[src/common/tct_pkg.sv]
package tct_pkg;

  // register word addresses
  localparam logic [7:0] ADDR_CTRL   = 8'h00;
  localparam logic [7:0] ADDR_CNTH   = 8'h04;
  localparam logic [7:0] ADDR_CNTL   = 8'h08;
  localparam logic [7:0] ADDR_MODH   = 8'h0C;
  localparam logic [7:0] ADDR_MODL   = 8'h10;
  localparam logic [7:0] ADDR_CH0CTL = 8'h14;
  localparam logic [7:0] ADDR_CH1CTL = 8'h18;
  localparam logic [7:0] ADDR_CH0VH  = 8'h1C;
  localparam logic [7:0] ADDR_CH0VL  = 8'h20;
  localparam logic [7:0] ADDR_CH1VH  = 8'h24;
  localparam logic [7:0] ADDR_CH1VL  = 8'h28;
  localparam logic [7:0] ADDR_BRKCFG = 8'h2C;

  // timer_status_control fields
  localparam int CTRL_FLAG  = 7;
  localparam int CTRL_IE    = 6;
  localparam int CTRL_STOP  = 5;
  localparam int CTRL_CRST  = 4;
  localparam int CTRL_PS_LO = 0;

  // channel status_control fields
  localparam int CHC_FLAG   = 7;
  localparam int CHC_IE     = 6;
  localparam int CHC_MSB    = 5;
  localparam int CHC_MSA    = 4;
  localparam int CHC_ELS_LO = 2;

  // break config field
  localparam int BRK_CLREN  = 0;

  localparam logic [2:0]  PS_EXT    = 3'h7;
  localparam logic [1:0]  ELS_PORT  = 2'h0;
  localparam logic [1:0]  ELS_TOG   = 2'h1;
  localparam logic [1:0]  ELS_CLR   = 2'h2;
  localparam logic [1:0]  ELS_SET   = 2'h3;
  localparam logic [15:0] RST_MOD   = 16'hFFFF;
  localparam logic        RST_STOP  = 1'b1;
  localparam logic [15:0] CNT_ZERO  = 16'h0000;

  typedef struct packed {
    logic        psel;
    logic        penable;
    logic        pwrite;
    logic [7:0]  paddr;
    logic [31:0] pwdata;
  } tct_apb_req_s;

  typedef struct packed {
    logic        flag;
    logic        arm;
    logic        ie;
    logic        msB;
    logic        msA;
    logic [1:0]  els;
    logic [15:0] val;
    logic        inh;
    logic        pinPrev;
    logic        pinOut;
    logic        pinOe;
    logic        irq;
  } tct_chan_s;

  typedef struct packed {
    logic [6:0]   pre;
    logic [15:0]  cnt;
    logic [15:0]  mod;
    logic         modInh;
    logic [7:0]   lowBuf;
    logic         lowLat;
    logic         ovf;
    logic         ovfArm;
    logic         ovfIe;
    logic         ovfIrq;
    logic         stop;
    logic [2:0]   ps;
    logic         break_clear_enable;
    logic         extPrev;
    logic         actSel;
    logic         lastWr;
    tct_chan_s [1:0] ch;
    logic         pready;
    logic         pslverr;
    logic [31:0]  prdata;
  } tct_state_s;

endpackage : tct_pkg

[src/hdl/tct_timer.sv]
// Function
// - counter halts while the system is in break
// - with break-clear enabled, flags cleared in break stay cleared
// - break-clear off: accesses in break leave flags; pending clear finishes after
// - prescale codes 0..6 divide bus clock by 1 to 64; reset clears
// - on second timer, prescale code 7 counts external clock edges
// - each channel capture or compare; only channel 0 supports buffered mode
// - overflow flag sets at modulo; read-then-zero-write clears; one ignored
// - overflow between read and zero write cancels the clear
// - overflow interrupt requested when flag and enable are set and no modulo high write is pending
// - stop bit freezes counting; reset sets it
// - counter reset bit clears counter and prescaler, self-clears, reads 0
// - stop plus counter reset in one write holds counter at zero
// - high byte read latches low byte until low byte is read
// - at modulo value counter sets flag and restarts from zero
// - modulo high write suppresses overflow until low write; reset all ones
// - channel flag on capture edge or compare match
// - channel flag clears by read-then-zero-write; new event cancels clear
// - channel interrupt requested when flag and enable are set
// - buffered select in channel 0 disables channel 1 register and pin
// - mode A picks compare or capture; with edge select 0 sets preset level
// - edge select codes rising/falling/both, or toggle/clear/set on match
// - value high write blocks compares; value high read blocks captures
`timescale 1ns/1ps
`default_nettype none

module tct_timer #(
  parameter bit HAS_EXT_CLK = 1'b1
) (
  input  wire logic                 clk,
  input  wire logic                 nrst,
  input  wire tct_pkg::tct_apb_req_s apbReq,
  output logic                      pready,
  output logic                      pslverr,
  output logic [31:0]               prdata,
  input  wire logic                 breakActive,
  input  wire logic                 extClk,
  input  wire logic [1:0]           chIn,
  output logic [1:0]                chOut,
  output logic [1:0]                chOe,
  output logic                      ovfIrq,
  output logic [1:0]                chIrq
);
  import tct_pkg::*;

  // all state lives in one registered struct; d is its full next value
  // so every register shares one reset and one clock process
  tct_state_s q;
  tct_state_s d;

  // decoded strobes and events of the current cycle
  // all are recomputed every cycle, none of them is stored
  logic        rdCap;
  logic        wrDone;
  logic        hit;
  logic        brkLock;
  logic        run;
  logic        tick;
  logic        extRise;
  logic [6:0]  mask;
  logic        ovfEv;
  logic        ovfClr;
  logic [7:0]  rdByte;
  logic [7:0]  wb;
  logic [1:0]  chEv;
  logic [1:0]  chClr;
  logic [1:0]  chOn;
  logic [1:0]  capMode;
  logic [1:0]  cmpMode;
  logic [1:0]  pinEdge;
  logic [15:0] cmpVal;

  ////////////////////////////////////////////////////////////////////////
  always_comb begin
    d = q;
    // only the low byte of the write data is used
    wb = apbReq.pwdata[7:0];
    // data is taken one edge before completion, so read effects go there too
    rdCap = apbReq.psel & apbReq.penable & ~q.pready & ~apbReq.pwrite;
    wrDone = apbReq.psel & apbReq.penable & q.pready & apbReq.pwrite;
    d.pready = apbReq.psel & apbReq.penable & ~q.pready;
    hit = (apbReq.paddr <= ADDR_BRKCFG) && (apbReq.paddr[1:0] == 2'h0);
    // unmapped or unaligned words answer with pslverr, never with a hang
    d.pslverr = apbReq.psel & apbReq.penable & ~q.pready & ~hit;
    // break locks the flags only while break-clear is off
    // flags locked in break
    brkLock = breakActive & ~q.break_clear_enable;
    ovfClr = 1'b0;
    chClr = 2'b00;

    //////////////////////////////////////////////////////////////////////
    // counter path: run, prescale, tick, count and wrap
    // halt in break
    run = ~q.stop & ~breakActive;
    // prescale divide
    // a tick is the cycle in which all selected low prescaler bits are set
    // a select change mid-run may give one period of odd length
    mask = 7'((8'h01 << q.ps) - 8'h01);
    extRise = extClk & ~q.extPrev;
    // the external input is taken as already synchronous to clk
    // so one compare against the last sample finds its rising edge
    // limitation: it must stay low and high for at least one clk each
    d.extPrev = extClk;
    if (q.ps == PS_EXT) begin
      tick = run & extRise & HAS_EXT_CLK;
    end else begin
      tick = run & ((q.pre & mask) == mask);
    end
    if (run) begin
      d.pre = q.pre + 7'h01;
    end
    ovfEv = tick & (q.cnt == q.mod);
    if (tick) begin
      d.cnt = ovfEv ? CNT_ZERO : q.cnt + 16'h0001;
    end
    // the buffered set swaps only at overflow, so no period is torn
    if (ovfEv) begin
      d.actSel = q.lastWr;
    end

    //////////////////////////////////////////////////////////////////////
    // both channels share this code; channel 1 goes quiet when linked
    for (int i = 0; i < 2; i++) begin
      chOn[i] = (i == 0) || !q.ch[0].msB;
      // mode from A and edge select
      capMode[i] = chOn[i] && !q.ch[i].msB && !q.ch[i].msA && (q.ch[i].els != ELS_PORT);
      cmpMode[i] = chOn[i] && (q.ch[i].msB || q.ch[i].msA) && (q.ch[i].els != ELS_PORT);
      // a linked pair compares against the value set written last
      // the choice only changes at an overflow
      // buffered pair uses the active value
      cmpVal = (i == 0 && q.ch[0].msB && q.actSel) ? q.ch[1].val : q.ch[i].val;
      d.ch[i].pinPrev = chIn[i];
      pinEdge[i] = 1'b0;
      // edge codes: 1 rising, 2 falling, 3 either
      // capture edge choice
      case (q.ch[i].els)
        ELS_TOG: pinEdge[i] = chIn[i] & ~q.ch[i].pinPrev;
        ELS_CLR: pinEdge[i] = ~chIn[i] & q.ch[i].pinPrev;
        ELS_SET: pinEdge[i] = chIn[i] ^ q.ch[i].pinPrev;
        default: pinEdge[i] = 1'b0;
      endcase
      chEv[i] = 1'b0;
      if (capMode[i] && pinEdge[i] && !q.ch[i].inh) begin
        chEv[i] = 1'b1;
        d.ch[i].val = q.cnt;
      end
      if (cmpMode[i] && tick && (q.cnt == cmpVal) && !q.ch[i].inh) begin
        chEv[i] = 1'b1;
      end
      // preset level when edge select is 0
      if (q.ch[i].els == ELS_PORT) begin
        d.ch[i].pinOut = ~q.ch[i].msA;
      end else if (cmpMode[i] && chEv[i]) begin
        case (q.ch[i].els)
          ELS_TOG: d.ch[i].pinOut = ~q.ch[i].pinOut;
          ELS_CLR: d.ch[i].pinOut = 1'b0;
          ELS_SET: d.ch[i].pinOut = 1'b1;
          default: d.ch[i].pinOut = q.ch[i].pinOut;
        endcase
      end
      d.ch[i].pinOe = cmpMode[i];
    end

    //////////////////////////////////////////////////////////////////////
    // read mux: bytes sit in bits 7:0, upper bits always zero
    // unmapped words read as zero and raise pslverr
    rdByte = 8'h00;
    case (apbReq.paddr)
      ADDR_CTRL: begin
        rdByte = {q.ovf, q.ovfIe, q.stop, 1'b0, 1'b0, q.ps};
      end
      ADDR_CNTH: rdByte = q.cnt[15:8];
      ADDR_CNTL: rdByte = q.lowLat ? q.lowBuf : q.cnt[7:0];
      ADDR_MODH: rdByte = q.mod[15:8];
      ADDR_MODL: rdByte = q.mod[7:0];
      ADDR_CH0CTL: begin
        rdByte = {q.ch[0].flag, q.ch[0].ie, q.ch[0].msB, q.ch[0].msA,
                  q.ch[0].els, 2'b00};
      end
      ADDR_CH1CTL: begin
        rdByte = chOn[1] ? {q.ch[1].flag, q.ch[1].ie, 1'b0, q.ch[1].msA,
                            q.ch[1].els, 2'b00} : 8'h00;
      end
      ADDR_CH0VH: rdByte = q.ch[0].val[15:8];
      ADDR_CH0VL: rdByte = q.ch[0].val[7:0];
      ADDR_CH1VH: rdByte = q.ch[1].val[15:8];
      ADDR_CH1VL: rdByte = q.ch[1].val[7:0];
      ADDR_BRKCFG: rdByte = {7'h00, q.break_clear_enable};
      default: rdByte = 8'h00;
    endcase

    // read side effects happen once, at the edge that loads prdata
    // a master that gives up after that edge has still armed the clears
    if (rdCap) begin
      d.prdata = {24'h000000, rdByte};
      case (apbReq.paddr)
        ADDR_CTRL: begin
          if (q.ovf && !brkLock) begin
            d.ovfArm = 1'b1;
          end
        end
        ADDR_CNTH: begin
          if (!q.lowLat) begin
            d.lowBuf = q.cnt[7:0];
            d.lowLat = 1'b1;
          end
        end
        ADDR_CNTL: d.lowLat = 1'b0;
        ADDR_CH0CTL: begin
          if (q.ch[0].flag && !brkLock) begin
            d.ch[0].arm = 1'b1;
          end
        end
        ADDR_CH1CTL: begin
          if (chOn[1] && q.ch[1].flag && !brkLock) begin
            d.ch[1].arm = 1'b1;
          end
        end
        // read of high byte blocks capture
        ADDR_CH0VH: d.ch[0].inh = capMode[0] ? 1'b1 : q.ch[0].inh;
        ADDR_CH0VL: d.ch[0].inh = capMode[0] ? 1'b0 : q.ch[0].inh;
        ADDR_CH1VH: d.ch[1].inh = capMode[1] ? 1'b1 : q.ch[1].inh;
        ADDR_CH1VL: d.ch[1].inh = capMode[1] ? 1'b0 : q.ch[1].inh;
        default: d.prdata = {24'h000000, rdByte};
      endcase
    end

    //////////////////////////////////////////////////////////////////////
    // writes land at the completing edge, where pready is sampled high
    // a low byte write leaves the high byte as it is
    if (wrDone) begin
      case (apbReq.paddr)
        ADDR_CTRL: begin
          d.ovfIe = wb[CTRL_IE];
          d.stop = wb[CTRL_STOP];
          d.ps = wb[CTRL_PS_LO +: 3];
          ovfClr = !wb[CTRL_FLAG] && q.ovfArm && !brkLock;
          if (wb[CTRL_CRST]) begin
            d.cnt = CNT_ZERO;
            d.pre = 7'h00;
            d.lowLat = 1'b0;
          end
        end
        ADDR_MODH: begin
          d.mod[15:8] = wb;
          d.modInh = 1'b1;
        end
        ADDR_MODL: begin
          d.mod[7:0] = wb;
          d.modInh = 1'b0;
        end
        ADDR_CH0CTL: begin
          d.ch[0].ie = wb[CHC_IE];
          d.ch[0].msB = wb[CHC_MSB];
          d.ch[0].msA = wb[CHC_MSA];
          d.ch[0].els = wb[CHC_ELS_LO +: 2];
          chClr[0] = !wb[CHC_FLAG] && q.ch[0].arm && !brkLock;
        end
        ADDR_CH1CTL: begin
          if (chOn[1]) begin
            d.ch[1].ie = wb[CHC_IE];
            d.ch[1].msA = wb[CHC_MSA];
            d.ch[1].els = wb[CHC_ELS_LO +: 2];
            chClr[1] = !wb[CHC_FLAG] && q.ch[1].arm && !brkLock;
          end
        end
        ADDR_CH0VH: begin
          d.ch[0].val[15:8] = wb;
          d.ch[0].inh = cmpMode[0] ? 1'b1 : q.ch[0].inh;
        end
        ADDR_CH0VL: begin
          d.ch[0].val[7:0] = wb;
          d.ch[0].inh = 1'b0;
          d.lastWr = 1'b0;
        end
        ADDR_CH1VH: begin
          d.ch[1].val[15:8] = wb;
          d.ch[1].inh = cmpMode[1] ? 1'b1 : q.ch[1].inh;
        end
        ADDR_CH1VL: begin
          d.ch[1].val[7:0] = wb;
          d.ch[1].inh = 1'b0;
          d.lastWr = 1'b1;
        end
        ADDR_BRKCFG: d.break_clear_enable = wb[BRK_CLREN];
        default: d.break_clear_enable = q.break_clear_enable;
      endcase
    end

    //////////////////////////////////////////////////////////////////////
    // set beats clear; an event also cancels a half-done clear
    // pending overflow kept
    if (ovfEv && !q.modInh) begin
      d.ovf = 1'b1;
      d.ovfArm = 1'b0;
    end else if (ovfClr) begin
      d.ovf = 1'b0;
      d.ovfArm = 1'b0;
    end
    // requests are registered from the next flag value, so they change in the same cycle as their flag
    // overflow request
    d.ovfIrq = d.ovf & d.ovfIe & ~d.modInh;
    for (int i = 0; i < 2; i++) begin
      if (chEv[i]) begin
        d.ch[i].flag = 1'b1;
        d.ch[i].arm = 1'b0;
      end else if (chClr[i]) begin
        d.ch[i].flag = 1'b0;
        d.ch[i].arm = 1'b0;
      end
      d.ch[i].irq = d.ch[i].flag & d.ch[i].ie;
    end

    //////////////////////////////////////////////////////////////////////
    // synchronous reset overrides every next value computed above
    // pins idle high, the preset level for mode A at 0
    if (!nrst) begin
      d = '0;
      d.stop = RST_STOP;
      d.mod = RST_MOD;
      d.ch[0].pinOut = 1'b1;
      d.ch[1].pinOut = 1'b1;
    end
  end

  ////////////////////////////////////////////////////////////////////////
  // the only storage of the block
  always_ff @(posedge clk) begin
    q <= d;
  end

  // every output is a bit of the registered state
  // so no decode glitch can reach a pin or a request line
  assign pready   = q.pready;
  assign pslverr  = q.pslverr;
  assign prdata   = q.prdata;
  assign ovfIrq   = q.ovfIrq;
  assign chIrq    = {q.ch[1].irq, q.ch[0].irq};
  assign chOut    = {q.ch[1].pinOut, q.ch[0].pinOut};
  assign chOe     = {q.ch[1].pinOe, q.ch[0].pinOe};

endmodule : tct_timer

`default_nettype wire

[config.mk]
export PLATFORM = sky130hd
export DESIGN_NAME = tct_timer
export DESIGN_NICKNAME = d
export VERILOG_FILES = /design/src/common/tct_pkg.sv /design/src/hdl/tct_timer.sv
export SDC_FILE = /design/constraint.sdc
export NUM_CORES = 1
export LEC_CHECK = 0
export BUFFER_PORTS_ARGS = -buffer_cell sky130_fd_sc_hd__buf_4
export CELL_PAD_IN_SITES_DETAIL_PLACEMENT = 1
export CELL_PAD_IN_SITES_GLOBAL_PLACEMENT = 2
export CORE_MARGIN = 1
export CORE_UTILIZATION = 36
export CTS_BUF_LIST = sky130_fd_sc_hd__clkbuf_4
export DETAILED_ROUTE_END_ITERATION = 8
export HOLD_SLACK_MARGIN = 0.15
export PLACE_DENSITY = 0.8
export SLEW_MARGIN = 15
export SYNTH_ARGS = -nofsm -noshare
export SYNTH_HDL_FRONTEND = slang
export SYNTH_SLANG_ARGS = --single-unit
[constraint.sdc]
create_clock -name clk -period 3.43 [get_ports clk]
set_input_delay 0.1715 -clock clk [delete_from_list [all_inputs] [get_ports clk]]
set_output_delay 0.1715 -clock clk [all_outputs]
set_load 0.01 [all_outputs]
==> impl_metrics.yaml, run 1 <==
synth:
  netlist_area_um2: 7290
  seq_area_frac_synth_pct: 34.6
  async_flop_share_pct: 0
  synth-edff-count: 0
  synthFlopType: "dfxtp_1"
  syn_inst: 894
  ys.warnings.count: 0
  synth_largest_area_cell: "dfxtp_1"
  yosys-top-cells-area: "dfxtp_1 35%, mux2i_1 10%, nor2_1 6.0%, nand2_1 4.4%, xor2_1 4.3%"
  ys_types: 67
  ys_ff_latch: 126
  synth_top_cell_area_share_pct: 34.6
  synth.avg_cell_area_um2: 8.16
layout:
  final_area_um2: 8210
  fin_nets: 983
  area_growth_pct: 12.6
  drive_above_1_share_pct: 12.4
  fin_cells: 1205
  nFillCells: 2425
routing:
  top_layer_used: "met4"
  drc_errors: 0
  wl_met2_mm: 11.3
  final_antenna_net_count: 0
  vias: 6721
  viasPerCell: 5.58
  drt-pass1-iter-count: 6
  wire_per_inst_um: 20.9
  wl_met1_mm: 12.0
  first_iter_violations: 414
  finalWirelength_mm: 25.2
  met3WireLength_mm: 1.32
clock_tree:
  cts_num_sinks: 126
  cts_tree: "built"
  cts.path.max_buffers: 2
  clk_pin_slew_ps: 120
  cts_resized: 0
  numCtsBuffers: 17
  clk_latency_ps: 570
  cts-root-buf: "clkbuf_4"
  htree_levels: 4
setup_path:
  cpPeakStageDelay_ps: 700
  worst_path_max_delay_cell: "or4_4"
  arrival_ps: 3730
  critical-path-top-delay-family: "simple AND/OR/NAND/NOR gates"
  critPathMaxFanout: 10
  path_cells: "nor3_1 -> inv_1 -> ha_1 -> a22oi_1 -> o211ai_1 -> or3_1 -> or4_4 -> a21o_1 -> a2111oi_4"
  setup.worst_path.start_class: "flip-flop"
  crit_type: "flip-flop to flip-flop"
  required_ps: 3900
  cp_num_buf_inv: 1
  end_kind: "flip-flop"
placement:
  pre_cts_ws_ps: 224
  dp.cells: 1149
  placed_area_um2: 7690
  dp_hpwl_mm: 18.5
  globalplace.congestion: 0.905
  portBuffers: 41
grt:
  first_global_vias: 6529
  antenna_found_initial: 1
  grt-ovfl-total: 0
  grt_pass1_wl_mm: 38.6
  grt_max_degree: 30
  grt_usage_pct: 25.3
floorplanning:
  dieWidth_um: 144
  core_area_um2: 19700
  rows: 51
  io-pin-count: 90
  die-area_um2: 20800
  start_util_pct: 37.1
  die_y_um: 144
timing:
  fin_skew_ps: 23.5
  slew_headroom_pct: 24.8
  finalSetupViolations: 0
  tightest_slew_ps: 1130
  finalHoldViolCount: 0
  finalCritPeriodShare_pct: 94.8
  rsz0062_at_grt: "no"
  tns_ps: 0
  holdWs_ps: 221
  final_max_slew_viol_count: 0
  fin_ws_ps: 179
  max_freq_mhz: 308
  period_minus_slack_ps: 3250
outcome:
  status: "finished, final reports clean"
power:
  p_leak_nw: 3.20
  power.density_nw_per_um2: 336
  vdd_ir_drop_max_v: 0.000180
job:
  maxCapViolCount: 0
worst_hold_path:
  hp-class: "input pin to flip-flop"
## metrics by stage
step           total power, mW  utilization (%)
5_1_grt                   2.84             41.8
6_report                  2.76             41.8
3_5_place_dp              1.67             39.1
3_3_place_gp              1.67             39.1
2_1_floorplan             1.61                -
4_1_cts                   2.77             41.8
## kinds of logic (layout without fill, tap and decap cells)
| family | after synthesis | count (layout) | share of synthesized area (%) |
|---|---|---|---|
| xor+xnor | 62 | 62 | 7.44 |
| other cells | 1 | 25 | 0.0514 |
| fa+ha+maj | 8 | 8 | 1.34 |
| mux | 80 | 80 | 11.4 |
| buf+inv | 118 | 140 | 8.34 |
| simple gates | 346 | 346 | 22.3 |
| compound gates | 153 | 153 | 14.6 |
| flops | 126 | 126 | 34.6 |
## final cells by class
type                    instances  area (um2)  area share [%]
inverters                      16        60.1           0.731
clock inverters                14         151            1.84
multi-input cells             673        4260            51.8
clock buffers                  17         128            1.55
repair buffers                 93         758            9.23
diodes                          1        2.50          0.0305
well taps                     265         332            4.04
flip-flops and latches        126        2520            30.7
## sequential cells by signal (all words and copies together), names as in the netlist
register and flops:
chIrq 2, chOe 2, chOut 2, cmpVal 16
ovfIrq 1, prdata 8, pready 1, pslverr 1
q 93
## cells in the final DEF (no fill, tap or decap), types with 8 or more instances in the layout
master / n
nand3_1: 42
conb_1: 24
nand2_1: 85
xnor2_1: 26
a31oi_1: 10
clkbuf_4: 17
nor2_1: 117
or3_1: 10
a21oi_1: 29
dfxtp_1: 126
nand4_1: 15
a22oi_1: 11
mux2i_1: 75
nor3_1: 20
dlygate4sd3_1: 24
xor2_1: 36
and3_1: 9
and2_1: 8
buf_4: 69
o21ai_0: 22
a211oi_1: 34
inv_1: 15
## worst paths after layout
check / startpoint / end / slack, ps / cells past startpoint
setup / recovery: q[96] / ovfIrq / 180 / 9
hold / removal: apbReq[40] / q[38] / 220 / 7
setup reg to reg: q[96] / ovfIrq / 180 / 9
hold reg to reg: prdata[4] / prdata[4] / 460 / 2
## synth_stat cells, types with 20 or more instances
| library cell | n |
|---|---|
| clkbuf_1 | 52 |
| a211oi_1 | 34 |
| nand2_1 | 85 |
| a21oi_1 | 29 |
| o21ai_0 | 22 |
| nor2_1 | 117 |
| nand3_1 | 42 |
| xnor2_1 | 26 |
| nor3_1 | 20 |
| dfxtp_1 | 126 |
| buf_4 | 38 |
| mux2i_1 | 75 |
| xor2_1 | 36 |
## layer usage
metal  GRT usage [%]  vias up
met5               0        -
met1            34.4     3326
met3            4.57       45
li1                -     3154
met4            9.58        0
met2            39.4      196
## power breakdown
group	leakage [nW]	switching (mW)	total [mW]	internal (mW)
Sequential	1.02	0.00175	1.47	1.47
Combinational	2.03	0.127	0.191	0.0641
Clock	0.150	0.610	1.10	0.488
Total	3.20	0.739	2.76	2.02
## timing repair
item                      in CTS  in global routing
hold buffers                  24                  0
hold endpoints to repair      84                  0
buffers inserted               0                  0
## worst min-delay path, cell delays in order
cell and delay, ps:
buf_4 90, nor3_1 40, buf_4 150, nand2_1 60, o21ai_0 70, nand4_1 90
a21oi_1 50
Note: power is estimated with default switching activity, not from simulation.
==> run 2: changes to the inputs <==
==> constraint.sdc (replaced) <==
create_clock -name clk -period 3.6 [get_ports clk]
set_input_delay 0.18 -clock clk [delete_from_list [all_inputs] [get_ports clk]]
set_output_delay 0.18 -clock clk [all_outputs]
set_load 0.01 [all_outputs]
==> impl_metrics.yaml, run 2 (same netlist as run 1, synthesis figures left out) <==
outcome:
  status: "finished, final reports clean"
worst_hold_path:
  hp-class: "input pin to flip-flop"
clock_tree:
  cts.path.max_buffers: 2
  cts_tree: "built"
  cts-root-buf: "clkbuf_4"
  clk_latency_ps: 580
  numCtsBuffers: 17
  cts_resized: 0
  clk_pin_slew_ps: 130
  cts_num_sinks: 126
  htree_levels: 4
power:
  p_leak_nw: 3.16
  vdd_ir_drop_max_v: 0.000127
  power.density_nw_per_um2: 340
timing:
  period_minus_slack_ps: 3240
  final_max_slew_viol_count: 0
  slew_headroom_pct: 25.1
  rsz0062_at_grt: "no"
  tns_ps: 0
  tightest_slew_ps: 1120
  max_freq_mhz: 309
  finalCritPeriodShare_pct: 89.9
  finalHoldViolCount: 0
  fin_ws_ps: 363
  fin_skew_ps: 22.7
  finalSetupViolations: 0
setup_path:
  cpPeakStageDelay_ps: 690
  crit_type: "flip-flop to flip-flop"
  critPathMaxFanout: 12
  setup.worst_path.start_class: "flip-flop"
  arrival_ps: 3710
  worst_path_max_delay_cell: "or4_4"
  end_kind: "flip-flop"
  path_cells: "nor2_1 -> nand2_1 -> ha_1 -> nor2_1 -> a22oi_1 -> o211ai_1 -> or3_1 -> or4_4 -> a21o_1 -> a2111oi_4"
  required_ps: 4070
  cpMostUsedCell: "nor2_1"
  r2r_setup_slack_ps: 360
placement:
  dp.cells: 1139
  placed_area_um2: 7610
  globalplace.congestion: 0.904
  pre_cts_ws_ps: 400
  portBuffers: 41
  dp_hpwl_mm: 18.1
floorplanning:
  rows: 51
  die_y_um: 144
  start_util_pct: 37.1
  core_area_um2: 19700
  die-area_um2: 20800
  dieWidth_um: 144
  io-pin-count: 90
grt:
  grt_max_degree: 55
  first_global_vias: 6303
  grt-ovfl-total: 0
  grt_pass1_wl_mm: 38.2
  antenna_found_initial: 1
  grt_usage_pct: 25.2
routing:
  finalWirelength_mm: 25.2
  wire_per_inst_um: 21.1
  first_iter_violations: 431
  drc_errors: 0
  final_antenna_net_count: 0
  vias: 6616
  viasPerCell: 5.53
  drt-pass1-iter-count: 5
job:
  maxCapViolCount: 0
layout:
  regArea_um2: 2520
  fin_cells: 1196
  fin_nets: 973
  final_area_um2: 8190
  final_common_cell: "dfxtp_1"
  nFillCells: 2417
  layout_common_cells: "126 x dfxtp_1, 117 x nor2_1, 85 x nand2_1"
  area_growth_pct: 12.3
  largest_register_ffs: 93
  drive_above_1_share_pct: 11.3
  largest_register: "q"
  multi_input_area_um2: 4260
[run 2: changes by cell type in the layout (fill, tap and decap cells not counted)]
| cell | before | now |
|---|---|---|
| buf_4 | 69 | 59 |
| clkinvlp_4 | 3 | 2 |
| clkinv_1 | 1 | 3 |
| clkbuf_4 | 17 | 19 |
| clkinv_2 | 7 | 2 |
| clkinv_4 | 0 | 1 |
| bufinv_16 | 3 | 5 |
[run 2: timing repair]
item,4_1_cts,5_1_grt
hold endpoints to repair,86,0
setup buffers,0,0
hold buffers,24,0
[run 2: layout make-up]
class / instances / area share (%)
Antenna cell: 1 / 0.0305
Clock buffer: 19 / 1.74
Clock inverter: 13 / 2.38
Inverter: 16 / 0.733
Multi-Input combinational cell: 673 / 51.9
Sequential cell: 126 / 30.8
Tap cell: 265 / 4.05
Timing Repair Buffer: 83 / 8.34
[run 2: critical path, delay by kind of cell (launching register included)]
family	cells	cell delay (ps)
fa+ha+maj	1	190
simple gates	5	1590
flops	1	560
compound gates	4	800
[run 2: where the power goes]
group	total, mW	internal [mW]	switching [mW]
clock network	1.21	0.627	0.578
logic	0.180	0.0592	0.121
registers	1.40	1.40	0.00159
total	2.78	2.08	0.701
[run 2: worst paths after layout]
kind | from | endpoint | depth (start not counted)
max | q[95] | ovfIrq | 10
min | apbReq[40] | prdata[3] | 4
min reg2reg | prdata[4] | prdata[4] | 2
max reg2reg | q[95] | ovfIrq | 10
[run 2: layer usage]
metal | global-route usage, % | vias to the layer above | share of wire [%]
li1 | - | 3139 | -
met1 | 34.3 | 3273 | 49
met2 | 40.0 | 169 | 45
met3 | 4.01 | 35 | 4.2
met4 | 9.47 | 0 | 2.5
met5 | 0 | - | 0
[run 2: through the flow]
step	hold slack [ps]	util [%]	power, mW
floorplan	302	-	1.54
global placement	396	38.7	1.59
detailed placement	396	38.7	1.59
CTS	222	41.7	2.80
global route	270	41.7	2.87
finish	238	41.7	2.78
